--- config.mk ---
export PLATFORM = sky130hd
export DESIGN_NAME = timer_core
export DESIGN_NICKNAME = d
export VERILOG_FILES = /design/src/shared/timer_pkg.sv /design/src/timer_channel.sv /design/src/timer_core.sv
export VERILOG_INCLUDE_DIRS = /design/src /design/src/shared
export SDC_FILE = /design/constraint.sdc
export NUM_CORES = 1
export LEC_CHECK = 0
export BUFFER_PORTS_ARGS = -buffer_cell sky130_fd_sc_hd__buf_2
export CAP_MARGIN = 20
export CORE_MARGIN = 2
export CORE_UTILIZATION = 56
export DETAILED_ROUTE_END_ITERATION = 16
export PLACE_DENSITY = 0.82
export SETUP_SLACK_MARGIN = 0.1
export SYNTH_ARGS = -nofsm -noshare
export SYNTH_HDL_FRONTEND = slang
export SYNTH_HIERARCHICAL = 1
export SYNTH_SLANG_ARGS = --single-unit
--- constraint.sdc ---
create_clock -name clk -period 2.88 [get_ports clk]
set_input_delay 0.144 -clock clk [delete_from_list [all_inputs] [get_ports clk]]
set_output_delay 0.144 -clock clk [all_outputs]
set_load 0.01 [all_outputs]
--- src/shared/timer_cfg.svh ---
// constants for the shared timer counter core
`ifndef TIMER_CFG_SVH
`define TIMER_CFG_SVH

`define TMR_CH_NUM 4
`define TMR_PSC_W 16
`define TMR_DT_W 8
`define TMR_WIDE_CNT_W 32
`define TMR_STD_CNT_W 16
`define TMR_PSC_RST 16'h0000
`define TMR_DT_RST 8'h00

`endif

--- src/shared/timer_pkg.sv ---
// types shared by the timer counter core and its channels
`default_nettype none
package timer_pkg;
  // per channel function
  typedef enum logic [1:0] {
    CH_CAPTURE = 2'b00,
    CH_COMPARE = 2'b01,
    CH_PWM = 2'b10,
    CH_OFF = 2'b11
  } ch_mode_e;
  // external trigger use
  typedef enum logic [1:0] {
    TRIG_NONE = 2'b00,
    TRIG_START = 2'b01,
    TRIG_GATE = 2'b10,
    TRIG_RESET = 2'b11
  } trig_mode_e;
  // capture edge choice
  typedef enum logic [1:0] {
    EDGE_RISE = 2'b00,
    EDGE_FALL = 2'b01,
    EDGE_BOTH = 2'b10,
    EDGE_NONE = 2'b11
  } edge_sel_e;
endpackage
`default_nettype wire

--- src/timer_channel.sv ---
// one capture / compare / pwm channel with dead-time output pair
`default_nettype none
`include "timer_cfg.svh"
module timer_channel #(
  parameter int CNT_W = 16,
  parameter int DT_W = `TMR_DT_W,
  parameter bit DEAD_EN = 1'b1
) (
  input wire logic clk,
  input wire logic rst,
  input wire logic cnt_new,
  input wire logic [CNT_W-1:0] cnt,
  input wire logic [CNT_W-1:0] cmp,
  input wire timer_pkg::ch_mode_e mode,
  input wire timer_pkg::edge_sel_e edge_sel,
  input wire logic pin_in,
  input wire logic compl_en,
  input wire logic [DT_W-1:0] dead_time,
  output logic out_p,
  output logic out_n,
  output logic [CNT_W-1:0] cap_val,
  output logic cap_evt,
  output logic cmp_evt
);
  import timer_pkg::*;

  logic pin_d_reg; // previous pin level
  logic ref_reg; // reference waveform
  logic ref_d_reg; // reference seen last cycle
  logic [DT_W-1:0] dt_reg; // dead-time countdown
  logic [CNT_W-1:0] cap_reg; // captured count
  logic cap_evt_reg;
  logic cmp_evt_reg;
  logic p_reg;
  logic n_reg;

  // edge and match decode
  wire rise = pin_in & ~pin_d_reg;
  wire fall = ~pin_in & pin_d_reg;
  wire cap_hit = (mode == CH_CAPTURE) &&
                 ((edge_sel == EDGE_RISE && rise) || (edge_sel == EDGE_FALL && fall) ||
                  (edge_sel == EDGE_BOTH && (rise | fall)));
  wire match = cnt_new && (cnt == cmp);
  wire pwm_ref = cnt < cmp;
  wire ref_next = (mode == CH_PWM) ? pwm_ref :
                  (mode == CH_COMPARE && match) ? ~ref_reg :
                  (mode == CH_COMPARE) ? ref_reg : 1'b0;
  wire ref_chg = ref_reg != ref_d_reg;

  // capture, compare and reference waveform
  always_ff @(posedge clk) begin
    if (rst) begin
      pin_d_reg <= 1'b0;
      ref_reg <= 1'b0;
      ref_d_reg <= 1'b0;
      cap_reg <= '0;
      cap_evt_reg <= 1'b0;
      cmp_evt_reg <= 1'b0;
    end else begin
      pin_d_reg <= pin_in;
      ref_reg <= ref_next;
      ref_d_reg <= ref_reg;
      if (cap_hit) begin
        cap_reg <= cnt;
      end
      cap_evt_reg <= cap_hit;
      cmp_evt_reg <= match && (mode != CH_CAPTURE) && (mode != CH_OFF);
    end
  end

  // dead-time pair: both low for dead_time+1 cycles after each reference change
  always_ff @(posedge clk) begin
    if (rst) begin
      dt_reg <= '0;
      p_reg <= 1'b0;
      n_reg <= 1'b0;
    end else if (DEAD_EN && ref_chg) begin
      dt_reg <= dead_time;
      p_reg <= 1'b0;
      n_reg <= 1'b0;
    end else if (DEAD_EN && dt_reg != '0) begin
      dt_reg <= dt_reg - 1'b1;
    end else begin
      p_reg <= ref_reg;
      n_reg <= DEAD_EN && compl_en && (mode != CH_CAPTURE) && (mode != CH_OFF) && ~ref_reg;
    end
  end

  assign out_p = p_reg;
  assign out_n = n_reg;
  assign cap_val = cap_reg;
  assign cap_evt = cap_evt_reg;
  assign cmp_evt = cmp_evt_reg;
endmodule
`default_nettype wire

--- src/timer_core.sv ---
// shared timer counter core: prescaler, counter, trigger, encoder, four channels
`default_nettype none
`include "timer_cfg.svh"
// How it works
// - four channels: pwm, compare or capture
// - external trigger starts, gates or resets counting
// - advanced build drives eight outputs, four p/n pairs
// - complementary pairs with programmable dead time
// - capture, compare, edge/center pwm, single pulse
// - advanced build reuses this same core
// - sync input chains other timers' updates
// - capture pulse widths, make pulses and pwm
// - wide build: 32-bit up/down, 16-bit prescaler
// - second build: 16-bit up/down counter
// - remaining builds: 16-bit up-only counter
// - quadrature encoder steps counter, sets direction
module timer_core #(
  parameter int CNT_W = `TMR_STD_CNT_W,
  parameter bit UPDOWN = 1'b1,
  parameter bit DEAD_EN = 1'b1,
  parameter int CH_NUM = `TMR_CH_NUM,
  parameter int PSC_W = `TMR_PSC_W,
  parameter int DT_W = `TMR_DT_W
) (
  input wire logic clk,
  input wire logic rst,
  input wire logic enable,
  input wire logic [PSC_W-1:0] prescale,
  input wire logic [CNT_W-1:0] reload,
  input wire logic count_down,
  input wire logic center_align,
  input wire logic single_pulse,
  input wire logic encoder_mode,
  input wire logic enc_a,
  input wire logic enc_b,
  input wire timer_pkg::trig_mode_e trig_mode,
  input wire logic ext_trig,
  input wire logic chain_src,
  input wire logic sync_in,
  input wire logic upd_flag_clr,
  input wire logic compl_en,
  input wire logic [DT_W-1:0] dead_time,
  input wire timer_pkg::ch_mode_e ch_mode [CH_NUM],
  input wire timer_pkg::edge_sel_e ch_edge [CH_NUM],
  input wire logic [CNT_W-1:0] ch_cmp [CH_NUM],
  input wire logic [CH_NUM-1:0] ch_in,
  output logic [CNT_W-1:0] count,
  output logic dir_down,
  output logic running,
  output logic update_pulse,
  output logic update_flag,
  output logic trig_out,
  output logic [CH_NUM-1:0] ch_out,
  output logic [CH_NUM-1:0] ch_out_n,
  output logic [CNT_W-1:0] ch_cap [CH_NUM],
  output logic [CH_NUM-1:0] cap_evt,
  output logic [CH_NUM-1:0] cmp_evt
);
  import timer_pkg::*;

  // state
  logic [PSC_W-1:0] psc_reg; // prescaler counter
  logic [CNT_W-1:0] cnt_reg; // main counter
  logic [CNT_W-1:0] cnt_next;
  logic dir_reg; // 1 while counting down
  logic dir_next;
  logic upd_next; // reload happens this cycle
  logic trig_d_reg; // previous trigger level
  logic started_reg; // start trigger seen
  logic sp_done_reg; // single pulse finished
  logic a_d_reg; // previous encoder a
  logic b_d_reg; // previous encoder b
  logic upd_reg; // one-cycle update pulse
  logic upd_flag_reg; // sticky update flag
  logic trig_out_reg; // chaining pulse out
  logic cnt_new_reg; // counter moved last cycle
  logic run_reg; // counting enabled, registered

  // trigger decode
  wire trig_rise = ext_trig & ~trig_d_reg;
  wire trig_start_ok = (trig_mode != TRIG_START) || started_reg;
  wire trig_gate_ok = (trig_mode != TRIG_GATE) || ext_trig;
  wire trig_reset = (trig_mode == TRIG_RESET) && trig_rise && enable;
  wire active = enable && trig_start_ok && trig_gate_ok && !sp_done_reg;

  // prescaler decode
  wire psc_hit = psc_reg >= prescale;
  wire psc_tick = active && !encoder_mode && !chain_src && psc_hit;

  // quadrature decode: one step per edge of either input
  wire a_chg = enc_a ^ a_d_reg;
  wire b_chg = enc_b ^ b_d_reg;
  wire enc_step = encoder_mode && (a_chg ^ b_chg);
  wire enc_up = enc_a ^ b_d_reg;

  // chained step from another timer's update
  wire chain_step = !encoder_mode && chain_src && sync_in;

  // one counter step this cycle
  wire step = active && (enc_step || chain_step || psc_tick);

  // direction for edge-aligned and encoder counting; up-only builds ignore down requests
  wire want_down = UPDOWN && (encoder_mode ? !enc_up : count_down);
  wire center = UPDOWN && center_align && !encoder_mode;

  // counter next value
  always_comb begin
    cnt_next = cnt_reg;
    dir_next = dir_reg;
    upd_next = 1'b0;
    if (trig_reset) begin
      // restart from the start of the period
      cnt_next = want_down && !center ? reload : '0;
      dir_next = want_down && !center;
      upd_next = 1'b1;
    end else if (step && center) begin
      // center aligned: up to reload, down to zero, update at both ends
      if (!dir_reg && cnt_reg >= reload) begin
        cnt_next = (reload == '0) ? '0 : reload - 1'b1;
        dir_next = 1'b1;
        upd_next = 1'b1;
      end else if (dir_reg && cnt_reg == '0) begin
        cnt_next = (reload == '0) ? '0 : {{(CNT_W-1){1'b0}}, 1'b1};
        dir_next = 1'b0;
        upd_next = 1'b1;
      end else if (dir_reg) begin
        cnt_next = cnt_reg - 1'b1;
      end else begin
        cnt_next = cnt_reg + 1'b1;
      end
    end else if (step && want_down) begin
      // down counting: underflow reloads
      dir_next = 1'b1;
      if (cnt_reg == '0) begin
        cnt_next = reload;
        upd_next = 1'b1;
      end else begin
        cnt_next = cnt_reg - 1'b1;
      end
    end else if (step) begin
      // up counting: overflow past reload wraps to zero
      dir_next = 1'b0;
      if (cnt_reg >= reload) begin
        cnt_next = '0;
        upd_next = 1'b1;
      end else begin
        cnt_next = cnt_reg + 1'b1;
      end
    end
  end

  // prescaler divider: one count enable every prescale+1 cycles
  always_ff @(posedge clk) begin
    if (rst) begin
      psc_reg <= PSC_W'(`TMR_PSC_RST);
    end else if (trig_reset || !active || encoder_mode || chain_src || psc_hit) begin
      psc_reg <= '0;
    end else begin
      psc_reg <= psc_reg + 1'b1;
    end
  end

  // counter and direction
  always_ff @(posedge clk) begin
    if (rst) begin
      cnt_reg <= '0;
      dir_reg <= 1'b0;
      cnt_new_reg <= 1'b0;
    end else begin
      cnt_reg <= cnt_next;
      dir_reg <= dir_next;
      cnt_new_reg <= step || trig_reset;
    end
  end

  // trigger history and start latch
  always_ff @(posedge clk) begin
    if (rst) begin
      trig_d_reg <= 1'b0;
      started_reg <= 1'b0;
    end else begin
      trig_d_reg <= ext_trig;
      if (!enable || trig_mode != TRIG_START) begin
        started_reg <= 1'b0;
      end else if (trig_rise) begin
        started_reg <= 1'b1;
      end
    end
  end

  // single pulse: stop at the first update not made by a reset trigger, rearm when disabled
  always_ff @(posedge clk) begin
    if (rst) begin
      sp_done_reg <= 1'b0;
    end else if (!enable) begin
      sp_done_reg <= 1'b0;
    end else if (single_pulse && upd_next && !trig_reset) begin
      sp_done_reg <= 1'b1;
    end
  end

  // encoder input history
  always_ff @(posedge clk) begin
    if (rst) begin
      a_d_reg <= 1'b0;
      b_d_reg <= 1'b0;
    end else begin
      a_d_reg <= enc_a;
      b_d_reg <= enc_b;
    end
  end

  // update event pulse, sticky flag (set wins over clear), chaining output
  always_ff @(posedge clk) begin
    if (rst) begin
      upd_reg <= 1'b0;
      upd_flag_reg <= 1'b0;
      trig_out_reg <= 1'b0;
      run_reg <= 1'b0;
    end else begin
      upd_reg <= upd_next;
      trig_out_reg <= upd_next;
      run_reg <= active;
      if (upd_next) begin
        upd_flag_reg <= 1'b1;
      end else if (upd_flag_clr) begin
        upd_flag_reg <= 1'b0;
      end
    end
  end

  // the same channels serve every build; the advanced one adds the n outputs
  generate
    for (genvar i = 0; i < CH_NUM; i++) begin : g_ch
      timer_channel #(
        .CNT_W(CNT_W),
        .DT_W(DT_W),
        .DEAD_EN(DEAD_EN)
      ) u_ch (
        .clk(clk),
        .rst(rst),
        .cnt_new(cnt_new_reg),
        .cnt(cnt_reg),
        .cmp(ch_cmp[i]),
        .mode(ch_mode[i]),
        .edge_sel(ch_edge[i]),
        .pin_in(ch_in[i]),
        .compl_en(compl_en),
        .dead_time(dead_time),
        .out_p(ch_out[i]),
        .out_n(ch_out_n[i]),
        .cap_val(ch_cap[i]),
        .cap_evt(cap_evt[i]),
        .cmp_evt(cmp_evt[i])
      );
    end
  endgenerate

  // registered outputs
  assign count = cnt_reg;
  assign dir_down = dir_reg;
  assign running = run_reg;
  assign update_pulse = upd_reg;
  assign update_flag = upd_flag_reg;
  assign trig_out = trig_out_reg;
endmodule
`default_nettype wire
==> results of run 1 <==
area by class of cell:
| class | count | share of cell area [%] |
|---|---|---|
| tap | 270 | 2.41 |
| clock buffer | 19 | 3.24 |
| sequential | 166 | 23.7 |
| inverter | 130 | 3.49 |
| timing repair buffer | 315 | 13.0 |
| clock inverter | 11 | 0.822 |
| multi-input combinational | 1036 | 53.2 |
| antenna | 3 | 0.0536 |
power by group:
group | switching, W | internal (W)
Sequential | 0.000330 | 0.00256
Combinational | 0.00182 | 0.00141
Clock | 0.00103 | 0.00125
Total | 0.00318 | 0.00521
metrics by stage:
stage | worst slack (ps) | cells | instance area (um^2) | total power (W) | hold WS (ps)
floorplan | 313 | 1385 | 11300 | 0.00514 | 221
global placement | 153 | 1903 | 13100 | 0.00591 | 363
detailed placement | 76.5 | 1903 | 13100 | 0.00600 | 369
CTS | 124 | 1943 | 13800 | 0.00829 | 7.50
global route | 82.9 | 1949 | 14000 | 0.00886 | 12.6
finish | 199 | 1950 | 14000 | 0.00839 | 12.4
metal layers:
metal  part of all wire (%)  wire length (um)
met1                     38             14500
met2                     47             17800
met3                    8.9              3400
met4                    6.0              2290
met5                      0                 0
critical path, cell delays in order (launching register included):
cell	delay (ps)
dfxtp_1	340
buf_4	170
or4_1	660
nor2_1	300
buf_4	180
xor2_1	260
nand3_1	130
o21ai_1	140
a22oi_1	130
a211oi_1	260
logic make-up (layout without fill, tap and decap cells):
group,after synthesis,in the layout,share of synthesized area (%)
other,0,3,0
XOR/XNOR,83,83,6.41
AO/OA/AOI/OAI,252,252,15.5
multiplexers,74,74,6.54
adder cells (fa/ha/maj),117,117,12.9
buffers and inverters,184,475,6.46
AND/OR/NAND/NOR,509,510,22.9
flip-flops,166,166,29.3
layout by cell type (no fill, tap or decap), types with 23 or more instances in the layout:
master and instances:
xor2_1 32, dfxtp_1 165, o21ai_0 23, nand2_1 74
xnor2_1 51, a21oi_1 71, nor3_1 50, a211oi_1 30
inv_1 130, buf_2 239, nand3_1 45, nor2_1 185
ha_1 115, nand4_1 32, buf_4 62, mux2i_1 74
worst paths after layout:
check                            from                             endpoint  depth (start not counted)
min reg2reg  update_flag$_SDFFE_PP0P_             update_flag$_SDFFE_PP0P_                          1
max             count[0]$_SDFFE_PP0P_                count[7]$_SDFFE_PP0P_                          9
min                      dead_time[6]  g_ch[2].u_ch/dt_reg[6]$_SDFFE_PP0P_                          3
max reg2reg     count[0]$_SDFFE_PP0P_                count[7]$_SDFFE_PP0P_                          9
repair_timing:
action | in CTS | in global routing
setup buffers | 0 | 3
gates cloned | 0 | 1
endpoints found under the setup margin | 2 | 16
pin swaps | 0 | 10
endpoints found under the hold margin | 9 | 0
hold buffers | 10 | 0
gates resized for setup | 2 | 31
==> run summary, run 1 <==
status -> finished clean
most common flop cell mapped by yosys -> dfxtp_1
pwr/cell area -> 600 mW/mm^2
sequential fraction of the synthesis area -> 29.3%
DIE AREA -> 0.0214 mm^2
DR vias -> 11700
count leader, synth -> nor2_1
Required @ worst endpoint -> 3220 ps
skew final -> 11.1 ps
leakage -> 6.95 nW
Crit Path Category -> flop to flop
Post-route DRC -> 0
Yosys reg bits -> 166
register area -> 0.00332 mm^2
vias per inst -> 6.02
Mean Syn Cell Area -> 8.18 um^2
met1 usage -> 42.0%
critical path arrival -> 3020 ps
initial antenna violation count -> 2
Post-synth EDFFs -> 0
Post-Synthesis Cell Area -> 0.0113 mm^2
final setup vio count -> 0
Post-Syn Nets -> 1642
Slew Limit Fails -> 0
multi-input logic area -> 0.00745 mm^2
largest net degree at the start of global routing -> 82
DR WL/cell -> 19.5 um
Overflow after GRT -> 0
die width -> 146 um
Starting Density -> 56.6%
IO Port Bufs -> 240
vias in the first global route -> 11500
Detailed Route Iter0 Violations -> 1139
RD Place Congestion -> 1.03
final worst-path cycle share -> 93.1%
gr usage total -> 34.8%
H-tree depth -> 4
fmax -> 0.373 GHz
CP Launch Type -> flop
synth warn -> 6
clock buffer depth -> 2
Slew headroom -> 33.9%
post-synthesis async set-or-reset flop share -> 0%
met3 global-route usage -> 6.94%
Vert. Die Dim -> 146 um
CTS tree -> done
CTS Sinks -> 166
busiest grt layer -> met2
unique cell type count in the Yosys netlist -> 75
Worst-Margin Slew -> 985 ps
met2 usage -> 57.8%
CTS root buffer -> clkbuf_16
worst-skew pair later-pin latency -> 430 ps
final hold vios -> 0
Area contributors post-synth -> dfxtp_1, ha_1, mux2i_1
Final HPWL DP -> 28100 um
largest area contributor in the netlist -> dfxtp_1
flop2flop setup slack -> 200 ps
total CTS buffers -> 17
Routed Antenna Nets -> 0
Max VDD drop -> 0.419 mV
Max Cap Viol -> 0
fillcell total -> 1614
Clock Pin Slew Worst Setup and Hold Paths -> 70 ps
worst hold path type -> input port to flop
Finished Core Util -> 69.9%
first-pass GRT wire length -> 59300 um
FP Rows -> 52
total negative slack -> 0 ps
final wirelength -> 38000 um
synth cell count leaders -> nor2_1, dfxtp_1, inv_1
CP Max Fanout -> 6
TritonRoute pass-1 iters -> 5
Core Box Area -> 0.0200 mm^2
Cells after Synth -> 1385
nets -> 1923
RSZ-0062 raised after global routing -> no
area fraction of the dominant cell type after synthesis -> 29.3%
share of layout cells above drive strength 1 -> 23.8%
max FFs per register -> 64
Crit. End Element -> flop
final worst path period need -> 2680 ps
IO Pins -> 241
synth-to-layout area growth -> 23.5%
Note: power is estimated with default switching activity, not from simulation.
==> inputs of run 2 (changes only) <==
--- a/config.mk
+++ b/config.mk
@@ -15,5 +15,4 @@
 export SETUP_SLACK_MARGIN = 0.1
 export SYNTH_ARGS = -nofsm -noshare
 export SYNTH_HDL_FRONTEND = slang
-export SYNTH_HIERARCHICAL = 1
 export SYNTH_SLANG_ARGS = --single-unit
==> run 2 against run 1 <==
Power decreased by 4.3%. Non-clock buffer count decreased by 6. Combinational power decreased by 9.9%. Sequential share of layout area increased by 0.67 points. Synthesized cell count increased by 2.6%. Critical endpoint is now count[12]$_SDFFE_PP0P_.
==> run summary, run 2 <==
status -> finished clean
IO Pins -> 241 (unchanged)
Clock Pin Slew Worst Setup and Hold Paths -> 70 ps (about the same)
H-tree depth -> 4 (unchanged)
fillcell total -> 1612 (-0.12%)
Post-route DRC -> 0 (unchanged)
Mean Syn Cell Area -> 7.93 um^2 (-3.1%)
Worst-Margin Slew -> 886 ps (-98.9 ps)
final hold vios -> 0 (unchanged)
Crit. End Element -> flop
Cells after Synth -> 1421 (+2.6%)
Slew Limit Fails -> 0 (unchanged)
RD Place Congestion -> 1.02 (-1.3%)
sw frac -> 38.2% (+0.26 points)
DR WL/cell -> 18.5 um (-4.8%)
vias per inst -> 5.83 (-3.2%)
sequential fraction of the synthesis area -> 29.5% (+0.18 points)
Crit Path Category -> flop to flop
Comb pwr share -> 36.3% (-2.2 points)
Starting Density -> 57.5% (+0.95 points)
Net Sw Power -> 0.00306 W (-3.7%)
CP Max Fanout -> 13 (+7)
Yosys reg bits -> 166 (unchanged)
synth cell count leaders -> nor2_1, dfxtp_1, inv_1
Required @ worst endpoint -> 3230 ps (about the same)
leakage -> 6.86 nW (-1.3%)
DIE AREA -> 0.0213 mm^2 (-0.59%)
RSZ-0062 raised after global routing -> yes
Max VDD drop -> 0.438 mV (+4.4%)
IO Port Bufs -> 240 (unchanged)
initial antenna violation count -> 4 (+2)
worst hold path type -> input port to flop
skew final -> 12.7 ps (+1.60 ps)
worst-skew pair later-pin latency -> 430 ps (about the same)
total CTS buffers -> 17 (unchanged)
first-pass GRT wire length -> 56600 um (-4.6%)
synth warn -> 0 (-6)
register area -> 0.00332 mm^2 (about the same)
total negative slack -> 0 ps (unchanged)
vias in the first global route -> 11100 (-3.8%)
CTS Sinks -> 166 (unchanged)
reg2reg end -> count[12]$_SDFFE_PP0P_
CP Launch Type -> flop
multi-input logic area -> 0.00710 mm^2 (-4.7%)
Area contributors post-synth -> dfxtp_1, ha_1, nor2_1
synth-to-layout area growth -> 20.8%
Finished Core Util -> 69.5% (-0.40 points)
count leader, synth -> nor2_1
Vert. Die Dim -> 146 um (-0.29%)
hold depth -> 3 (unchanged)
final worst path period need -> 2670 ps (-7.07 ps)
Routed Antenna Nets -> 0 (unchanged)
most common cell after layout, fill and taps aside -> buf_2
TritonRoute pass-1 iters -> 5 (unchanged)
unique cell type count in the Yosys netlist -> 72 (-4.0%)
most common flop cell mapped by yosys -> dfxtp_1
Hold EP -> g_ch[1].u_ch.dt_reg[1]$_SDFFE_PP0P_
clock buffer depth -> 2 (unchanged)
final worst-path cycle share -> 92.8% (-0.25 points)
fmax -> 0.374 GHz (+0.26%)
flop2flop setup slack -> 210 ps (about the same)
worst r2r path cells -> 10 (+1)
internal power -> 0.00497 W (-4.7%)
Detailed Route Iter0 Violations -> 976 (-14%)
gr usage total -> 32.9% (-1.9 points)
RR Startpoint -> psc_reg[0]$_SDFF_PP0_
max FFs per register -> 64 (unchanged)
CTS tree -> done
most frequent cells in the layout -> buf_2, nor2_1, dfxtp_1
Sequential Power Share -> 35.1% (+0.7 points)
nets -> 1910 (-0.68%)
final wirelength -> 35900 um (-5.4%)
hold path start -> dead_time[1]
Post-Synthesis Cell Area -> 0.0113 mm^2 (-0.61%)
Slew headroom -> 40.5% (+6.6 points)
Overflow after GRT -> 0 (unchanged)
clock network power share -> 28.7% (+1.6 points)
Max Cap Viol -> 0 (unchanged)
post-synthesis async set-or-reset flop share -> 0% (unchanged)
die width -> 146 um (-0.29%)
Post-Syn Nets -> 1674 (+1.9%)
Post-synth EDFFs -> 0 (unchanged)
critical path arrival -> 3020 ps (about the same)
share of layout cells above drive strength 1 -> 21.6% (-2.2 points)
CTS root buffer -> clkbuf_16
DR vias -> 11300 (-3.7%)
pwr/cell area -> 590 mW/mm^2 (-1.6%)
area fraction of the dominant cell type after synthesis -> 29.5% (+0.18 points)
Final HPWL DP -> 26700 um (-5.0%)
largest net degree at the start of global routing -> 150 (+83%)
FP Rows -> 51 (-1.9%)
final setup vio count -> 0 (unchanged)
Core Box Area -> 0.0196 mm^2 (-2.2%)
largest area contributor in the netlist -> dfxtp_1
==> run 2: changes by cell type in the layout (fill, tap and decap cells not counted), sizes merged, moves of 9 or more <==
cell    delta
a311oi     +9
o211ai    -12
nor2      +36
mux2i     -13
nand3     -23
a21oi     +12
==> run 2: stage by stage <==
| step | hold slack, ps | worst slack (ps) | area, um^2 | std cells | total power [W] |
|---|---|---|---|---|---|
| 2_1_floorplan | 221 | 278 | 11300 | 1421 | 0.00485 |
| 3_3_place_gp | 367 | 170 | 12800 | 1893 | 0.00556 |
| 3_5_place_dp | 378 | 62.3 | 12800 | 1893 | 0.00566 |
| 4_1_cts | 0.471 | 134 | 13500 | 1935 | 0.00799 |
| 5_1_grt | 11.6 | 29.7 | 13600 | 1938 | 0.00849 |
| 6_report | 25.7 | 206 | 13600 | 1939 | 0.00803 |
==> run 2: what timing repair did <==
item                                    4_1_cts  5_1_grt
endpoints found under the setup margin        5       18
endpoints found under the hold margin        11        0
cloned                                        0        0
pin swaps                                     0        1
setup buffers                                 0        0
hold buffers                                 10        0
gates resized for setup                       1       12
==> run 2: logic make-up after synthesis <==
group                    share of synthesized area [%]
buffers and inverters                             8.06
XOR/XNOR                                          6.30
flip-flops                                        29.5
AND/OR/NAND/NOR                                   22.4
AO/OA/AOI/OAI                                     15.8
adder cells (fa/ha/maj)                           12.6
multiplexers                                      5.42
==> run 2: per-layer routing <==
layer  up-vias  global-route usage (%)  share of wire (%)
li1       5421                       -                  -
met1      5192                    39.7                 40
met2       570                    56.4                 47
met3       126                    7.21                8.9
met4         0                    14.6                4.2
met5         -                       0                  0
==> run 2: worst max path at each step <==
stage	slack, ps	end	cells past startpoint	startpoint
finish	210	count[12]$_SDFFE_PP0P_	10	psc_reg[0]$_SDFF_PP0_
floorplan	280	count[5]$_SDFFE_PP0P_	11	count[0]$_SDFFE_PP0P_
global placement	170	count[13]$_SDFFE_PP0P_	9	psc_reg[11]$_SDFF_PP0_
CTS	130	sp_done_reg$_SDFFE_PP0P_	10	psc_reg[0]$_SDFF_PP0_
global route	30	count[9]$_SDFFE_PP0P_	10	psc_reg[11]$_SDFF_PP0_
detailed placement	60	count[11]$_SDFFE_PP0P_	9	psc_reg[11]$_SDFF_PP0_
==> run 2: power by group through the flow <==
stage	clock network [W]	logic, W	registers, W
floorplan	0	0.00201	0.00284
global placement	0	0.00271	0.00284
detailed placement	0	0.00280	0.00285
CTS	0.00233	0.00285	0.00281
global route	0.00242	0.00321	0.00286
finish	0.00230	0.00291	0.00282
==> run 2: critical path, cell delays in order (launching register included) <==
cell	delay [ps]
dfxtp_1	340
inv_1	50
ha_1	250
nand2b_1	140
a2111o_1	440
a32oi_4	250
a211oi_2	160
buf_4	240
nor4_1	440
o21ai_1	110
a41oi_1	170
==> run 2: area by class of cell <==
cell class,instances,share of cell area [%]
flip-flops and latches,166,24.4
inverters,125,3.45
multi-input cells,1038,52.2
clock buffers,18,3.23
clock inverters,14,1.11
repair buffers,309,13.1
well taps,265,2.44
diodes,4,0.0736
